## src/sts_pkg.sv

```systemverilog
// constants, instruction codes and state type for the self-test sequencer
package sts_pkg;
  // engine and chain geometry
  localparam int unsigned NUM_ENG        = 8;            // engines, cores and tag slices
  localparam int unsigned SEG_W          = 8;            // bits per shadow segment
  localparam int unsigned CHAIN_W        = 64;           // full shadow data width
  localparam int unsigned INSTR_W        = 8;            // instruction width
  localparam int unsigned TIMEOUT_W      = 32;           // timeout counter width
  // instruction codes seen on the instruction bus
  localparam logic [7:0]  INSTR_START    = 8'h10;        // begin sequencing
  localparam logic [7:0]  INSTR_ABORT    = 8'h11;        // stop sequencing
  localparam logic [7:0]  INSTR_SKIP     = 8'h12;        // skip mask access
  localparam logic [7:0]  INSTR_MODE     = 8'h13;        // run select access
  localparam logic [7:0]  INSTR_DONE_RD  = 8'h14;        // completion_read_instr
  localparam logic [7:0]  INSTR_THREAD0  = 8'h20;        // thread_shadow_capture_instr, thread 0
  localparam logic [4:0]  INSTR_THR_HI   = 5'h04;        // upper bits shared by the eight thread codes
  localparam logic [7:0]  INSTR_TAG      = 8'h28;        // tag_shadow_capture_instr
  localparam logic [7:0]  INSTR_DIAG     = 8'h30;        // array_test_diag_instr
  localparam logic [7:0]  INSTR_SERIAL   = 8'h31;        // serial_chain_instr
  // run select field layout
  localparam int unsigned MODE_PAR_BIT   = 0;            // 1 parallel, 0 serial
  localparam int unsigned MODE_PROG_BIT  = 1;            // program access mode
  // reset values
  localparam logic [7:0]  SKIP_RESET     = 8'h00;        // all engines take part
  localparam logic [1:0]  MODE_RESET     = 2'h1;         // parallel by default
  localparam logic [31:0] TIMEOUT_DFLT   = 32'hFFFFFFFF; // full 32-bit timeout
  // sequencer states
  typedef enum logic [0:0] {
    STS_IDLE,
    STS_RUN
  } sts_state_type;
endpackage : sts_pkg

```

## src/sts_sequencer.sv

```systemverilog
// self-test sequencer with jtag register access and shadow-scan chains
`timescale 1ns/1ps
`default_nettype none
// Function
// - go held until engine reports finished
// - parallel mode starts all engines together
// - serial mode starts engines lowest first
// - go held until all engines finished
// - drive manufacturing scan control to engines
// - 8-bit skip mask excludes engines
// - run select: bit0 parallel, bit1 program
// - completion flags, one per finished engine
// - instructions start and stop sequencing
// - array-init pass after power phase, timed
// - complete on all finished or timeout
// - power pass honours skip mask
// - power pass uses only parallel/serial bit
// - software run between warm phases
// - skip engines in unavailable/disabled cores
// - shadow chains read-only, shifted data lost
// - core chain: core 0 near input
// - unavailable cores left out of chain
// - tag slices captured together, 0 first
// - thread and tag shadow instructions
// - diag chain keeps core scan enable
module sts_sequencer
  import sts_pkg::*;
#(
  parameter logic [31:0] TIMEOUT_CYCLES = TIMEOUT_DFLT     // reset-run timeout
) (
  input  wire logic              core_clk,         // cpu clock, 200 MHz
  input  wire logic              nrst,             // synchronous reset, active low
  input  wire logic              jtagTck,          // test clock pin
  input  wire logic              jtagTdi,          // test data in pin
  input  wire logic [7:0]        jtagInstr,        // current instruction from tap
  input  wire logic              jtagCaptureDr,    // tap in capture-dr
  input  wire logic              jtagShiftDr,      // tap in shift-dr
  input  wire logic              jtagUpdateDr,     // tap in update-dr
  input  wire logic              mfgScanMode,      // manufacturing scan pin
  output logic                   jtagTdo,          // test data out
  output logic [7:0]             engineGo,         // go per engine
  input  wire logic [7:0]        engineFinished,   // finished per engine
  output logic                   engineTestMode,   // scan control to all engines
  input  wire logic [7:0]        coreAvail,        // core available flags
  input  wire logic [7:0]        coreDisable,      // core or bank disabled flags
  input  wire logic              firstPowerDone,   // first_power_reset_phase ended
  input  wire logic              warmPhaseOne,     // warm_reset_phase_one active
  input  wire logic              swRunReq,         // software asked for a run
  input  wire logic              swArrayInit,      // software run is array_init_run
  output logic                   selfTestComplete, // to reset unit
  output logic                   runArrayInit,     // current run is an array-init pass
  output logic                   progAccess,       // program access mode
  output logic [2:0]             shadowThreadSel,  // thread picked for core capture
  input  wire logic [63:0]       coreShadowData,   // core capture data, core c at c*8
  input  wire logic [63:0]       tagShadowData,    // tag capture data, slice s at s*8
  output logic [7:0]             coreScanEnable,   // scan enable to whole cores
  output logic                   diagChainSel      // short diag chain selected
);

  // lowest set bit of a mask
  function automatic logic [7:0] lowestBit(input logic [7:0] m);
    lowestBit = m & (~m + 8'h01);
  endfunction : lowestBit

  // two-flop synchronisers for everything from the jtag side
  logic       tckS1, tckS2, tckS3;         // test clock stages
  logic       tdiS1, tdiS2;                // data in stages
  logic [7:0] instrS1, instrS2;            // instruction stages
  logic       capS1, capS2;                // capture stages
  logic       shS1, shS2;                  // shift stages
  logic       updS1, updS2;                // update stages
  logic       mfgS1, mfgS2;                // scan mode stages

  // synchroniser registers
  always_ff @(posedge core_clk) begin
    if (!nrst) begin
      {tckS1, tckS2, tckS3} <= 3'h0;
      {tdiS1, tdiS2}        <= 2'h0;
      {instrS1, instrS2}    <= 16'h0000;
      {capS1, capS2}        <= 2'h0;
      {shS1, shS2}          <= 2'h0;
      {updS1, updS2}        <= 2'h0;
      {mfgS1, mfgS2}        <= 2'h0;
    end else begin
      {tckS1, tckS2, tckS3} <= {jtagTck, tckS1, tckS2};
      {tdiS1, tdiS2}        <= {jtagTdi, tdiS1};
      {instrS1, instrS2}    <= {jtagInstr, instrS1};
      {capS1, capS2}        <= {jtagCaptureDr, capS1};
      {shS1, shS2}          <= {jtagShiftDr, shS1};
      {updS1, updS2}        <= {jtagUpdateDr, updS1};
      {mfgS1, mfgS2}        <= {mfgScanMode, mfgS1};
    end
  end

  // test clock edge and tap actions
  wire tckRise  = tckS2 & ~tckS3;          // rising test clock
  wire doCap    = tckRise & capS2;         // capture step
  wire doShift  = tckRise & shS2;          // shift step
  wire doUpd    = tckRise & updS2;         // update step

  // instruction decode
  wire isStart  = (instrS2 == INSTR_START);
  wire isAbort  = (instrS2 == INSTR_ABORT);
  wire isSkip   = (instrS2 == INSTR_SKIP);
  wire isMode   = (instrS2 == INSTR_MODE);
  wire isDoneRd = (instrS2 == INSTR_DONE_RD);
  wire isThread = (instrS2[7:3] == INSTR_THR_HI);
  wire isTag    = (instrS2 == INSTR_TAG);
  wire isDiag   = (instrS2 == INSTR_DIAG);
  wire isSerial = (instrS2 == INSTR_SERIAL);
  wire isShortDr = isSkip | isMode | isDoneRd;

  // register file state
  logic [7:0]    skipMask;                 // lbist_engine_skip_mask
  logic [1:0]    runSelect;                // lbist_run_select
  logic [7:0]    doneFlags;                // lbist_completion_flags
  logic [7:0]    dr;                       // shared short data register
  logic [7:0]    activeMask;               // engines in the current run
  logic [31:0]   timer;                    // reset-run timeout count
  logic          fromReset;                // run started by reset sequence
  logic          warmPending;              // software run awaiting service
  logic          warmOneDly;               // previous warm phase one level
  logic          powerDly;                 // previous power phase level
  sts_state_type state;                    // sequencer state

  // engine selection and completion
  wire [7:0] engineAvail = coreAvail & ~coreDisable;
  wire [7:0] nextActive  = ~(skipMask | ~engineAvail);
  wire [7:0] finishedNow = doneFlags | (engineFinished & engineGo);
  wire       allDone     = ((finishedNow & activeMask) == activeMask);
  wire       startedDone = ((finishedNow & engineGo) == engineGo);
  wire [7:0] serialNext  = lowestBit(activeMask & ~engineGo);
  wire       timedOut    = fromReset & (timer == TIMEOUT_CYCLES - 32'h1);
  wire       parMode     = runSelect[MODE_PAR_BIT];

  // run triggers
  wire jtagStart = doUpd & isStart;
  wire abortNow  = doUpd & isAbort;
  wire powerRise = firstPowerDone & ~powerDly;
  wire warmRise  = warmPhaseOne & ~warmOneDly;
  wire warmStart = warmPending & warmPhaseOne;
  wire startRun  = (state == STS_IDLE) & ~abortNow & (jtagStart | powerRise | warmStart);
  wire endRun    = (state == STS_RUN) & (abortNow | allDone | timedOut);

  // first go pattern of a run
  wire [7:0] firstGo = parMode ? nextActive : lowestBit(nextActive);

  // sequencer state and go signals
  always_ff @(posedge core_clk) begin
    if (!nrst) begin
      state      <= STS_IDLE;
      engineGo   <= 8'h00;
      activeMask <= 8'h00;
    end else begin
      case (state)
        STS_IDLE: begin
          // start a run with the chosen engines
          if (startRun) begin
            state      <= STS_RUN;
            engineGo   <= firstGo;
            activeMask <= nextActive;
          end
        end
        STS_RUN: begin
          if (endRun) begin
            // all finished, timed out or aborted
            state    <= STS_IDLE;
            engineGo <= 8'h00;
          end else if (!parMode && startedDone) begin
            // serial: add the next engine, keep earlier ones
            engineGo <= engineGo | serialNext;
          end
        end
        default: state <= STS_IDLE;
      endcase
    end
  end

  // completion flags, timer and reset handshake
  always_ff @(posedge core_clk) begin
    if (!nrst) begin
      doneFlags        <= 8'h00;
      timer            <= 32'h0;
      fromReset        <= 1'b0;
      selfTestComplete <= 1'b0;
      runArrayInit     <= 1'b0;
    end else if (startRun) begin
      // clear the record of the previous run
      doneFlags        <= 8'h00;
      timer            <= 32'h0;
      fromReset        <= powerRise | warmStart;
      selfTestComplete <= 1'b0;
      runArrayInit     <= powerRise | (warmStart & swArrayInit);
    end else if (state == STS_RUN) begin
      doneFlags <= finishedNow;
      timer     <= timer + 32'h1;
      // tell the reset unit when a reset run ends
      if (endRun && fromReset) begin
        selfTestComplete <= 1'b1;
      end
    end
  end

  // reset sequence tracking
  always_ff @(posedge core_clk) begin
    if (!nrst) begin
      powerDly    <= 1'b0;
      warmOneDly  <= 1'b0;
      warmPending <= 1'b0;
    end else begin
      powerDly   <= firstPowerDone;
      warmOneDly <= warmPhaseOne;
      // note the request at warm phase one, serve it before phase two
      if (warmRise && swRunReq) begin
        warmPending <= 1'b1;
      end else if (warmStart && state == STS_IDLE) begin
        warmPending <= 1'b0;
      end
    end
  end

  // short data register and the stored settings
  always_ff @(posedge core_clk) begin
    if (!nrst) begin
      dr        <= 8'h00;
      skipMask  <= SKIP_RESET;
      runSelect <= MODE_RESET;
    end else if (doCap && isShortDr) begin
      // load the selected register for reading
      if (isSkip) begin
        dr <= skipMask;
      end else if (isMode) begin
        dr <= {6'h00, runSelect};
      end else begin
        dr <= doneFlags;
      end
    end else if (doShift && isShortDr) begin
      dr <= {tdiS2, dr[7:1]};
    end else if (doUpd && isSkip) begin
      skipMask <= dr;
    end else if (doUpd && isMode) begin
      runSelect <= dr[1:0];
    end
  end

  // core shadow chain links, skipping unavailable cores
  logic [SEG_W-1:0] coreSeg [NUM_ENG];     // per-core shadow segments
  logic [7:0]       segIn;                 // bit entering each segment
  logic [7:0]       segOut;                // bit leaving each position
  logic             chainLink;             // bit handed on to the next core
  always_comb begin
    segIn     = 8'h00;
    segOut    = 8'h00;
    chainLink = tdiS2;
    for (int c = 0; c < NUM_ENG; c++) begin
      segIn[c]  = chainLink;
      segOut[c] = coreAvail[c] ? coreSeg[c][0] : chainLink;
      chainLink = segOut[c];
    end
  end

  // core shadow segments: capture, then shift only
  always_ff @(posedge core_clk) begin
    if (!nrst) begin
      for (int c = 0; c < NUM_ENG; c++) coreSeg[c] <= '0;
    end else if (doCap && isThread) begin
      for (int c = 0; c < NUM_ENG; c++) coreSeg[c] <= coreShadowData[c*SEG_W +: SEG_W];
    end else if (doShift && isThread) begin
      for (int c = 0; c < NUM_ENG; c++) begin
        if (coreAvail[c]) coreSeg[c] <= {segIn[c], coreSeg[c][SEG_W-1:1]};
      end
    end
  end

  // tag shadow chain, slice 0 leaves first
  logic [CHAIN_W-1:0] tagChain;            // all tag slices
  always_ff @(posedge core_clk) begin
    if (!nrst) begin
      tagChain <= '0;
    end else if (doCap && isTag) begin
      tagChain <= tagShadowData;
    end else if (doShift && isTag) begin
      tagChain <= {tdiS2, tagChain[CHAIN_W-1:1]};
    end
  end

  // data out selection
  wire tdoNext = isThread ? segOut[7] :
                 isTag    ? tagChain[0] :
                 isShortDr ? dr[0] : tdiS2;

  // registered outputs to pins and engines
  always_ff @(posedge core_clk) begin
    if (!nrst) begin
      jtagTdo         <= 1'b0;
      engineTestMode  <= 1'b0;
      progAccess      <= 1'b0;
      shadowThreadSel <= 3'h0;
      coreScanEnable  <= 8'h00;
      diagChainSel    <= 1'b0;
    end else begin
      jtagTdo         <= tdoNext;
      engineTestMode  <= mfgS2;
      progAccess      <= runSelect[MODE_PROG_BIT];
      shadowThreadSel <= isThread ? instrS2[2:0] : shadowThreadSel;
      coreScanEnable  <= {8{shS2 & (isDiag | isSerial)}};
      diagChainSel    <= isDiag;
    end
  end
endmodule : sts_sequencer
`default_nettype wire

```

## config.mk

```make
export PLATFORM = sky130hd
export DESIGN_NAME = sts_sequencer
export DESIGN_NICKNAME = d
export VERILOG_FILES = /design/src/sts_pkg.sv /design/src/sts_sequencer.sv
export SDC_FILE = /design/constraint.sdc
export NUM_CORES = 1
export LEC_CHECK = 0
export BUFFER_PORTS_ARGS = -buffer_cell sky130_fd_sc_hd__buf_2
export CAP_MARGIN = 40
export CORE_ASPECT_RATIO = 1.75
export CORE_MARGIN = 8
export CORE_UTILIZATION = 60
export DETAILED_ROUTE_END_ITERATION = 10
export PLACE_DENSITY = 0.82
export REMOVE_ABC_BUFFERS = 1
export SLEW_MARGIN = 20
export SYNTH_ARGS = -nofsm -noshare
export SYNTH_HDL_FRONTEND = slang
export SYNTH_SLANG_ARGS = --single-unit
```

## constraint.sdc

```tcl
create_clock -name core_clk -period 3.8 [get_ports core_clk]
set_clock_uncertainty 0.05 [all_clocks]
set_input_delay 0.38 -clock core_clk [delete_from_list [all_inputs] [get_ports core_clk]]
set_output_delay 0.38 -clock core_clk [all_outputs]
set_load 0.05 [all_outputs]
```

==> impl_metrics.py <==
metrics = {
    "clock_tree": {
        "clk_pin_slew_worst_paths_ps": 60,
        "ctsHoldBuffers": 0,
        "numCtsBuffers": 22,
        "cts_tree": "built",
        "cts.sinks": 246,
        "cts.repair.resized": 0,
        "clockBufferDepth": 3,
        "cts_htree_levels": 1,
        "clk_latency_ps": 510,
        "clockRootBuffer": "clkbuf_16",
        "postCtsSetupRepairBufs": 0,
    },
    "power_and_ir_drop": {
        "p_per_area_nw_per_um2": 421,
        "peakVddDrop_mv": 0.374,
        "power_leakage_nw": 4.78,
        "power_w": 0.00538,
    },
    "floorplan": {
        "die_y_um": 195,
        "dieArea_um2": 23000,
        "num_rows": 65,
        "start_util_pct": 61.1,
        "io_pins": 197,
        "die_w_um": 118,
        "core_um2": 18000,
    },
    "synthesis": {
        "async_reset_ff_share_pct": 0,
        "ys.warnings.count": 0,
        "syn_avg_cell_area_um2": 9.11,
        "syn_inst": 1205,
        "synth_area_um2": 11000,
        "synth-main-ff-cell": "dfxtp_1",
        "ys_seq_elements": 246,
        "yosysSeqAreaShare_pct": 50.7,
        "synth.distinct_cells": 65,
        "synth_edf_count": 64,
    },
    "routing": {
        "via_count": 9235,
        "wire_per_inst_um": 17.6,
        "dr.pass1.iters": 5,
        "ant_nets": 0,
        "route.detailed.drc": 0,
        "drt-vias-per-instance": 5.73,
        "drt_wl_total_um": 28300,
        "drt_iter0_drc": 757,
    },
    "global_route": {
        "grt_start_max_net_pins": 65,
        "grt_antenna_before_repair": 4,
        "grt_pass1_vias": 9250,
        "grt_first_pass_wirelength_um": 45300,
        "globalRouteOverflowTotal": 0,
        "grt_usage_pct": 23.7,
    },
    "sta": {
        "fin_crit_sh_pct": 78.2,
        "rsz0062_at_grt": "false",
        "relSlewSlack_pct": 51.7,
        "setup_viol_count_final": 0,
        "final-hold-violation-count": 0,
        "report.final.slew_viol_count": 0,
        "tightestPinTransition_ps": 724,
        "period_needed_ps": 2970,
        "layout_setup_ws_ps": 830,
        "tns_ps": 0,
        "fmax_mhz": 337,
    },
    "min_path": {
        "hold_class": "in -> reg",
    },
    "worst_setup_path": {
        "arrival_ps": 3090,
        "cp_num_buf_inv": 0,
        "worstPathCellList": "or3b_1 -> nor3_4 -> and2_1 -> nand3_1 -> nand2b_1",
        "cp.required_ps": 3920,
        "critPathSlowestCell": "nand3_1",
        "end_kind": "flip-flop",
        "cpPeakStageDelay_ps": 470,
        "critical_path_class": "reg -> reg",
        "critical-path-top-delay-family": "simple AND/OR/NAND/NOR gates",
        "worstPathMaxFanout": 10,
        "cp-start-kind": "flip-flop",
    },
    "placed_design": {
        "place_ws_ps": 847,
        "port_buffers": 196,
        "dp.cells": 1568,
        "hpwl_um": 20600,
        "routabilityCongestion": 0.967,
    },
    "layout": {
        "syn2layout_area_growth_pct": 16.4,
        "reg_top3": "coreSeg: 64 flops, tagChain: 64 flops, timer: 32 flops",
        "nNetsFinal": 1532,
        "layout_commonest_cell": "nand2_1",
        "layout.cells.non_filler": 1613,
        "layout_common_cells": "nand2_1, buf_2, dfxtp_1, nor2_1, a21oi_1",
        "final_layout_size_suffix_gt1_share_pct": 19.3,
        "final_core_util_pct": 71.0,
    },
    "job": {
        "cap_viol_max_count": 0,
    },
    "status": {
        "status": "complete, no violations",
    },
}
==> layout make-up <==
| cell class | instances | area [um2] |
|---|---|---|
| tap | 234 | 293 |
| clock buffer | 27 | 622 |
| inverter | 15 | 57.6 |
| antenna | 5 | 12.5 |
| timing repair buffer | 211 | 1130 |
| clock inverter | 13 | 91.3 |
| multi-input combinational | 862 | 5000 |
| fill | 1464 | 5200 |
| sequential | 246 | 5570 |
==> logic make-up (layout without fill, tap and decap cells) <==
kind of cell	count (synthesis)	after routing	synth area share, %
compound gates	275	275	17.4
xor+xnor	31	31	2.47
fa+ha+maj	2	2	0.228
buf+inv	97	266	3.76
flops	246	246	50.7
mux	33	33	3.02
other cells	0	5	0
simple gates	521	521	22.3
==> metrics by stage <==
stage	area [um2]	hold slack, ps
finish	12800	35.1
global placement	12000	365
global route	12800	17.5
detailed placement	12000	368
floorplan	10600	362
CTS	12800	24.7
==> routing by layer <==
layer | vias up | global-route usage (%) | share of wire [%]
li1 | 4496 | - | -
met1 | 4345 | 24.7 | 37
met2 | 307 | 44.0 | 53
met3 | 87 | 4.09 | 5.7
met4 | 0 | 12.5 | 4.2
met5 | - | 0 | 0
==> Yosys cell counts (14+ instances only) <==
| library cell | count | area share [%] |
|---|---|---|
| a21oi_1 | 94 | 4.3 |
| a22o_1 | 47 | 3.8 |
| nand3_1 | 22 | 1.0 |
| inv_1 | 14 | 0.48 |
| nand2b_1 | 14 | 0.80 |
| and2_1 | 45 | 2.6 |
| dfxtp_1 | 182 | 33 |
| mux2i_1 | 32 | 2.9 |
| clkbuf_1 | 62 | 2.1 |
| nand2_1 | 245 | 8.4 |
| a21o_1 | 72 | 4.9 |
| edfxtp_1 | 64 | 18 |
| xor2_1 | 18 | 1.4 |
| nor2_1 | 104 | 3.6 |
| nand4_1 | 15 | 0.86 |
==> path summary, 6_finish.rpt <==
| check | from | to | slack (ps) | cells after the start |
|---|---|---|---|---|
| worst max-delay path | instrS2[5] | coreSeg[1][21] | 830 | 5 |
| worst min-delay path | jtagInstr[4] | instrS1[4] | 40 | 2 |
| worst min register to register | shS1 | shS2 | 380 | 1 |
| worst max register to register | instrS2[5] | coreSeg[1][21] | 830 | 5 |
==> where the power goes <==
part / leakage, nW / total (W) / internal (W) / switching (W)
Combinational: 2.28 / 0.000376 / 0.000153 / 0.000223
Sequential: 2.13 / 0.00279 / 0.00274 / 0.0000467
Clock: 0.360 / 0.00221 / 0.00124 / 0.000976
Total: 4.78 / 0.00538 / 0.00413 / 0.00125
No activity file was read; power rests on OpenSTA's default activity.
